### src/core/pewhst_defs.vh
`ifndef PEWHST_DEFS_VH
`define PEWHST_DEFS_VH
// command codes on the user port
`define PEWH_CMD_READ   2'h0
`define PEWH_CMD_LOAD   2'h1
`define PEWH_CMD_POLL   2'h2
// timing figures as printed
`define PEWH_REF_MHZ          100
`define PEWH_ADDR_SETUP_NS    20
`define PEWH_WRITE_PULSE_NS   150
`define PEWH_ACCESS_NS        250
`define PEWH_RELEASE_NS       80
`define PEWH_LOAD_GAP_NS      200
`define PEWH_POLL_START_US    600
// cycle counts: least times round up
`define PEWH_CYC_SETUP   ((`PEWH_ADDR_SETUP_NS * `PEWH_REF_MHZ + 999) / 1000)
`define PEWH_CYC_PULSE   ((`PEWH_WRITE_PULSE_NS * `PEWH_REF_MHZ + 999) / 1000)
`define PEWH_CYC_ACCESS  ((`PEWH_ACCESS_NS * `PEWH_REF_MHZ + 999) / 1000)
`define PEWH_CYC_RELEASE ((`PEWH_RELEASE_NS * `PEWH_REF_MHZ + 999) / 1000)
`define PEWH_CYC_GAP     ((`PEWH_LOAD_GAP_NS * `PEWH_REF_MHZ + 999) / 1000)
`define PEWH_CYC_POLLWT  (`PEWH_POLL_START_US * `PEWH_REF_MHZ)
`define PEWH_PAGE_BYTES  64
`define PEWH_CNT_W       16
`endif

### src/core/pewhst_host.v
// Function
// full-array erase is optional and unspecified; this host never issues it.
// reads present address, chip select low, write strobe high, then output enable low.
// device read paths are transparent; host samples data after access time.
// write starts only with address valid, select low, strobe low, output enable high.
// device latches address and output enable on later falling control edge.
// device latches data on the earlier rising control edge.
// host meets address, enable and data setup and hold around control edges.
// device erases each byte itself; host sends no erase.
// one to 64 bytes per page, any order.
// row address captured on first byte; host keeps row fixed during a page.
// column address captured on every byte initiation.
// host holds write strobe low for at least the minimum pulse width.
// rising strobe starts page timer, falling strobe clears it.
// no new byte within window ends page load and starts programming.
// programming lasts at most 10 ms and ignores writes.
// host may stretch a page by holding write strobe low.
// busy reads return inverted last byte.
// after programming, last address reads true byte.
// host polls last address until true byte, after start delay.
// device needs a fresh falling write strobe after power up.
// any non-write control state inhibits writes.
// select low, enable low, strobe high drives data; select high floats it.
// byte loads spaced at least 0.2 us; timer waits at least 300 us.
// device ignores control pulses under 20 ns.
// host waits up to 600 us before trusting a polling read.
// after programming the device returns idle and next write opens a page.
`timescale 1ns/10ps
`include "pewhst_defs.vh"
module pewhst_host #(
  parameter AW         = 15,
  parameter DW         = 8,
  parameter COL_W      = 6,
  parameter POLL_WAIT  = `PEWH_CYC_POLLWT
) (
  input  wire          REF_CLK,
  input  wire          RST,
  input  wire          REQ_VALID,
  output wire          REQ_READY,
  input  wire [1:0]    REQ_CMD,
  input  wire [AW-1:0] REQ_ADDR,
  input  wire [DW-1:0] REQ_DATA,
  input  wire          REQ_HOLD,
  output reg           RSP_VALID,
  output reg  [DW-1:0] RSP_DATA,
  output reg           RSP_DONE,
  output reg  [AW-1:0] ADDR,
  output reg           CE_N,
  output reg           OE_N,
  output reg           WE_N,
  output reg  [DW-1:0] DATA_OUT,
  output reg           DATA_OE,
  input  wire [DW-1:0] DATA_IN
);
  localparam [6:0] S_IDLE  = 7'h01;
  localparam [6:0] S_SETUP = 7'h02;
  localparam [6:0] S_PULSE = 7'h04;
  localparam [6:0] S_RDACC = 7'h08;
  localparam [6:0] S_REL   = 7'h10;
  localparam [6:0] S_WAIT  = 7'h20;
  localparam [6:0] S_STR   = 7'h40;
  // cycle figures are 32-bit; cut to counter width on purpose
  localparam integer           I_SETUP = `PEWH_CYC_SETUP;
  localparam integer           I_PULSE = `PEWH_CYC_PULSE;
  localparam integer           I_ACC   = `PEWH_CYC_ACCESS;
  localparam integer           I_REL   = `PEWH_CYC_RELEASE;
  localparam integer           I_GAP   = `PEWH_CYC_GAP;
  localparam [`PEWH_CNT_W-1:0] C_SETUP = I_SETUP[`PEWH_CNT_W-1:0];
  localparam [`PEWH_CNT_W-1:0] C_PULSE = I_PULSE[`PEWH_CNT_W-1:0];
  localparam [`PEWH_CNT_W-1:0] C_ACC   = I_ACC[`PEWH_CNT_W-1:0];
  localparam [`PEWH_CNT_W-1:0] C_REL   = I_REL[`PEWH_CNT_W-1:0];
  localparam [`PEWH_CNT_W-1:0] C_GAP   = I_GAP[`PEWH_CNT_W-1:0];
  localparam [31:0]            C_POLL  = POLL_WAIT;

  reg  [6:0]             state;
  reg  [`PEWH_CNT_W-1:0] cnt;
  reg  [`PEWH_CNT_W-1:0] gap_cnt;
  reg  [31:0]            poll_cnt;
  reg  [DW-1:0]          din_s1;
  reg  [DW-1:0]          din_s2;
  reg  [DW-1:0]          last_data;
  reg  [1:0]             cmd;
  reg                    hold;
  reg                    page_open;
  reg  [AW-COL_W-1:0]    page_row;
  wire                   poll_ok;

  assign REQ_READY = (state == S_IDLE);
  assign poll_ok   = (poll_cnt == 32'h0);

  always @(posedge REF_CLK)
  begin
    // data pins are asynchronous to our clock
    din_s1 <= DATA_IN;
    din_s2 <= din_s1;
  end

  always @(posedge REF_CLK)
  begin
    if (RST)
    begin
      state     <= S_IDLE;
      cnt       <= {`PEWH_CNT_W{1'b0}};
      gap_cnt   <= {`PEWH_CNT_W{1'b0}};
      poll_cnt  <= 32'h0;
      cmd       <= `PEWH_CMD_READ;
      hold      <= 1'b0;
      page_open <= 1'b0;
      page_row  <= {(AW-COL_W){1'b0}};
      last_data <= {DW{1'b0}};
      ADDR      <= {AW{1'b0}};
      CE_N      <= 1'b1;
      OE_N      <= 1'b1;
      WE_N      <= 1'b1;
      DATA_OUT  <= {DW{1'b0}};
      DATA_OE   <= 1'b0;
      RSP_VALID <= 1'b0;
      RSP_DATA  <= {DW{1'b0}};
      RSP_DONE  <= 1'b0;
    end
    else
    begin
      RSP_VALID <= 1'b0;
      // done flag stands only beside its answer
      RSP_DONE  <= 1'b0;
      if (gap_cnt != {`PEWH_CNT_W{1'b0}})
        gap_cnt <= gap_cnt - {{(`PEWH_CNT_W-1){1'b0}}, 1'b1};
      if (!poll_ok)
        poll_cnt <= poll_cnt - 32'h1;
      if (cnt != {`PEWH_CNT_W{1'b0}})
        cnt <= cnt - {{(`PEWH_CNT_W-1){1'b0}}, 1'b1};
      case (state)
        S_IDLE:
        begin
          if (REQ_VALID)
          begin
            cmd  <= REQ_CMD;
            hold <= REQ_HOLD;
            // row pinned while page open
            ADDR <= (REQ_CMD == `PEWH_CMD_LOAD && page_open) ?
                    {page_row, REQ_ADDR[COL_W-1:0]} : REQ_ADDR;
            CE_N <= 1'b0;
            // oe only at logic levels, no erase
            OE_N <= 1'b1;
            WE_N <= 1'b1;
            cnt  <= C_SETUP;
            if (REQ_CMD == `PEWH_CMD_LOAD)
            begin
              // plain byte load, no erase command
              DATA_OUT  <= REQ_DATA;
              DATA_OE   <= 1'b1;
              last_data <= REQ_DATA;
              if (!page_open)
                page_row <= REQ_ADDR[AW-1:COL_W];
              page_open <= 1'b1;
            end
            state <= S_SETUP;
          end
        end
        S_SETUP:
        begin
          if (cnt == {`PEWH_CNT_W{1'b0}})
          begin
            if (cmd == `PEWH_CMD_LOAD)
            begin
              // loads kept apart by the 0.2 us load gap
              if (gap_cnt == {`PEWH_CNT_W{1'b0}})
              begin
                // write state, oe high
                WE_N  <= 1'b0;
                cnt   <= C_PULSE;
                state <= S_PULSE;
              end
            end
            else
            begin
              // read with strobe high
              OE_N  <= 1'b0;
              cnt   <= C_ACC;
              state <= S_RDACC;
            end
          end
        end
        S_PULSE:
        begin
          // minimum pulse width
          if (cnt == {`PEWH_CNT_W{1'b0}})
            state <= S_STR;
        end
        S_STR:
        begin
          // stretch page load
          hold <= REQ_HOLD;
          if (!hold)
          begin
            // data latched on this rise
            WE_N  <= 1'b1;
            cnt   <= C_REL;
            gap_cnt <= C_GAP;
            // restart wait after each load
            poll_cnt <= C_POLL;
            state <= S_REL;
          end
        end
        S_RDACC:
        begin
          // sample after access time plus sync
          if (cnt == {`PEWH_CNT_W{1'b0}})
            state <= S_WAIT;
        end
        S_WAIT:
        begin
          RSP_VALID <= 1'b1;
          RSP_DATA  <= din_s2;
          // true byte only after start delay
          RSP_DONE  <= (cmd == `PEWH_CMD_POLL) && poll_ok && (din_s2 == last_data);
          if (cmd == `PEWH_CMD_POLL && poll_ok && din_s2 == last_data)
            page_open <= 1'b0;
          OE_N  <= 1'b1;
          cnt   <= C_REL;
          state <= S_REL;
        end
        S_REL:
        begin
          // address and data held past the rise
          // release bus before next cycle
          CE_N    <= 1'b1;
          DATA_OE <= 1'b0;
          if (cnt == {`PEWH_CNT_W{1'b0}})
            state <= S_IDLE;
        end
        default:
          state <= S_IDLE;
      endcase
    end
  end
endmodule // pewhst_host

### config.mk
export PLATFORM = sky130hd
export DESIGN_NAME = pewhst_host
export DESIGN_NICKNAME = d
export VERILOG_FILES = /design/src/core/pewhst_host.v
export VERILOG_INCLUDE_DIRS = /design/src /design/src/core
export SDC_FILE = /design/constraint.sdc
export NUM_CORES = 1
export LEC_CHECK = 0
export BUFFER_PORTS_ARGS = -buffer_cell sky130_fd_sc_hd__buf_2
export CAP_MARGIN = 20
export CORE_AREA = 2 2 131 101
export DETAILED_ROUTE_END_ITERATION = 8
export DIE_AREA = 0 0 133 103
export HOLD_SLACK_MARGIN = 0.03
export PLACE_DENSITY = 0.69
export SLEW_MARGIN = 20
export SYNTH_ARGS = -nofsm -noshare
export SYNTH_HDL_FRONTEND = slang
export SYNTH_SLANG_ARGS = --single-unit
### constraint.sdc
create_clock -name REF_CLK -period 3 [get_ports REF_CLK]
set_input_delay 0.15 -clock REF_CLK [delete_from_list [all_inputs] [get_ports REF_CLK]]
set_output_delay 0.15 -clock REF_CLK [all_outputs]
set_load 0.05 [all_outputs]
==> run_results.csv <==
group,metric,value,unit
clock_network,clkTransAtPathRegs,0.07,ns
sta,finalClockSkew,0.0122,ns
critical_path,cp.arrival,2.78,ns
hold_path,holdPathEnd,"state[0]$_SDFFE_PP1P_",
yosys,yosysUniqueCellTypes,56,
finish,nNetsFinal,844,
yosys,synth_area,6090,um^2
placed_design,gp_congestion,0.879,
yosys,netlist_instances,698,
route,post_drt_wl_per_cell,15.0,um
critical_path,slowest_delay,0.63,ns
critical_path,path_cells,"inv_1 -> ha_1 -> or3b_2 -> or4b_1 -> or3_4 -> nand2_1 -> nand4_1",
global_route,gr-total-overflow,0,
power_and_ir_drop,total_power,9.25,mW
critical_path,r2r_start,"cnt[0]$_SDFF_PP0_",
floorplan,num_rows,36,
yosys,synth_area_leaders,"dfxtp_1 45%, nand2_1 4.9%, a21oi_1 4.8%, nor2_1 3.8%, mux2i_1 3.8%",
placed_design,portBuffers,74,
hold_path,hold_start,"REQ_VALID",
yosys,synth_flop_cell,"dfxtp_1",
floorplan,core,12600,um^2
critical_path,r2r_setup_slack,0.49,ns
route,drtIter0Drc,325,
clock_network,clkLatencyLatePin,0.41,ns
floorplan,die_width,133,um
route,avgViaCountPerCell,5.60,
clock_network,numCtsBuffers,17,
route,vias,5531,
floorplan,io_pins,75,
power_and_ir_drop,swShare,0.444,
sta,maxSlewViolCount,0,
power_and_ir_drop,p_switching,4.11,mW
sta,maxSlewHeadroom,0.541,
global_route,grt_pass1_wl,24700,um
placed_design,hpwl,10100,um
yosys,synth-warning-count,0,
finish,layout-drive-gt1-share,0.167,
sta,finalHoldViolations,0,
clock_network,post_cts_resize_count,0,
clock_network,htreeDepth,4,
global_route,grt_max_degree,66,
global_route,track_usage,0.222,
critical_path,worstRegToRegCells,7,
sta,min_period_over_period,0.838,
clock_network,clock_sinks,137,
global_route,antenna_found_initial,0,
sta,worstMarginPinSlew,0.689,ns
placed_design,placed_area,6640,um^2
floorplan,die_y,103,um
route,ant_nets,0,
clock_network,clock_path_buffers,2,
floorplan,initial_utilization,0.485,
floorplan,die-area,13700,um^2
route,finalWirelength,14800,um
critical_path,path_class,"reg2reg",
yosys,synth_edf_count,0,
power_and_ir_drop,p_seq_frac,0.299,
power_and_ir_drop,comb_power_share,0.468,
yosys,ys_ff_latch,137,
power_and_ir_drop,p_int,5.15,mW
critical_path,cp_data_required_time,3.27,ns
route,route.detailed.drc,0,
yosys,synth_top_cell_by_area,"dfxtp_1",
sta,fmax,0.398,GHz
critical_path,start_kind,"flop",
finish,fin_area,7610,um^2
sta,grt_setup_unrepaired,"false",
power_and_ir_drop,pwr-share-clk,0.232,
yosys,syn_nets,739,
clock_network,cts_tree,"built",
sta,setup_viol,0,
power_and_ir_drop,leakage,3.03,nW
sta,min_period,2.51,ns
yosys,avgSynthCellArea,8.73,um^2
clock_network,root_buffer,"clkbuf_16",
global_route,grt_pass1_vias,5308,
critical_path,crit_slowest_cell,"or4b_1",
outcome,status,"finished clean",
yosys,async_reset_ff_frac,0,
hold_path,hp-class,"in2reg",
yosys,synth_top_area_frac,0.450,
power_and_ir_drop,ir_drop,704,uV
hold_path,worstHoldPathCells,3,
route,drtPass1Iterations,6,
sta,tns,0,ns
power_and_ir_drop,power_density,1220,nW/um^2
critical_path,worstPathMaxFanout,7,
critical_path,rr_endpoint,"OE_N$_SDFFE_PP1P_",
finish,antenna_cells,0,
yosys,seq_area_frac_synth,0.450,
critical_path,endpoint_kind,"flop",
job,maxCapViolCount,0,
finish,syn_to_final_growth,24.9,%
stage by stage:
stage               setup slack, ns   util  hold WS [ns]  cells
CTS                           0.493  0.605         0.135    987
finish                        0.487  0.605         0.156    987
floorplan                     0.565      -         0.178    698
detailed placement            0.505  0.528         0.254    921
global placement              0.578  0.528         0.253    921
global route                  0.344  0.605         0.182    987
cell usage in the layout, fill, tap and decap left out, drive strengths merged, types with 17 or more instances in the layout:
cell type	synthesis	routed
nand3	17	17
nand2	80	80
buf	12	91
a21oi	59	59
inv	10	18
clkbuf	27	17
dlygate4sd3	0	34
dfxtp	137	137
nor4	21	21
xor2	22	22
o31ai	17	17
or4	24	24
mux2i	23	23
nor3	31	31
nor2	62	62
cells in the mapped netlist, drive strengths merged (2+ instances only):
library cell,count
mux2i,23
nand3,17
and2,5
and4,3
inv,10
or3,15
nor2,62
ha,4
a21oi,59
nand4b,6
nand2b,12
o211ai,2
and3,3
nor2b,5
o22ai,2
or2,2
clkbuf,27
nand3b,5
dfxtp,137
nor3,31
o21ai,9
nand2,80
o2111a,2
buf,12
xor2,22
xnor2,11
a211oi,16
nor4b,8
o41ai,3
nor4,21
or4b,2
or4,24
or2b,2
a41o,2
nor3b,3
a31oi,8
nand4,16
o31ai,17
metal layers:
layer,GRT usage,wire (um),vias up
met5,0,0,-
li1,-,-,2759
met3,0.0364,537,16
met4,0.0844,186,0
met2,0.369,6980,143
met1,0.293,7080,2613
area by class of cell:
cell class | instances | area, um^2
inverter | 11 | 41.3
multi-input combinational | 511 | 3150
clock inverter | 15 | 201
clock buffer | 17 | 425
tap | 171 | 214
sequential | 137 | 2740
timing repair buffer | 125 | 838
fill | 1068 | 4960
logic make-up after synthesis:
group,after synthesis,share of synthesized area
DFF,137,0.450
and+or+nand+nor,323,0.290
AOI/OAI and AO/OA,128,0.132
muxes,23,0.0378
buffers and inverters,50,0.0345
xor gates and xnor gates,33,0.0474
adders and majority gates,4,0.00821
sequential cells by signal (all words and copies together), names as in the netlist, 2 cells and up:
name	flops
state	7
din_s2	8
ADDR	15
cnt	16
RSP_DATA	8
gap_cnt	16
last_data	8
cmd	2
poll_cnt	32
din_s1	8
page_row	9
what timing repair did:
item,CTS,global route
hold endpoints to repair,34,0
hold buffers,34,0
endpoints found under the setup margin,0,0
setup buffers,0,0
worst max-delay path, delay by kind of cell, from the launching register on:
kind | cells | cell delay (ns)
buffers and inverters | 1 | 0.07
and+or+nand+nor | 5 | 1.77
DFF | 1 | 0.35
adders and majority gates | 1 | 0.18
power groups by stage:
stage | Clock (mW) | Sequential, mW | Combinational [mW]
floorplan | 0 | 2.91 | 3.21
finish | 2.15 | 2.77 | 4.33
global route | 2.28 | 2.85 | 4.83
global placement | 0 | 2.76 | 4.13
detailed placement | 0 | 2.79 | 4.25
CTS | 2.19 | 2.76 | 4.31
worst max-delay path by stage:
stage	to	slack, ns	cells past startpoint	start
floorplan	WE_N$_SDFFE_PP1P_	0.57	7	cnt[0]$_SDFF_PP0_
detailed placement	OE_N$_SDFFE_PP1P_	0.50	7	cnt[0]$_SDFF_PP0_
finish	OE_N$_SDFFE_PP1P_	0.49	7	cnt[0]$_SDFF_PP0_
global placement	OE_N$_SDFFE_PP1P_	0.58	7	cnt[0]$_SDFF_PP0_
CTS	OE_N$_SDFFE_PP1P_	0.49	7	cnt[0]$_SDFF_PP0_
global route	poll_cnt[5]$_SDFF_PP0_	0.34	7	poll_cnt[0]$_SDFF_PP0_
(Power assumes the default switching activity.)
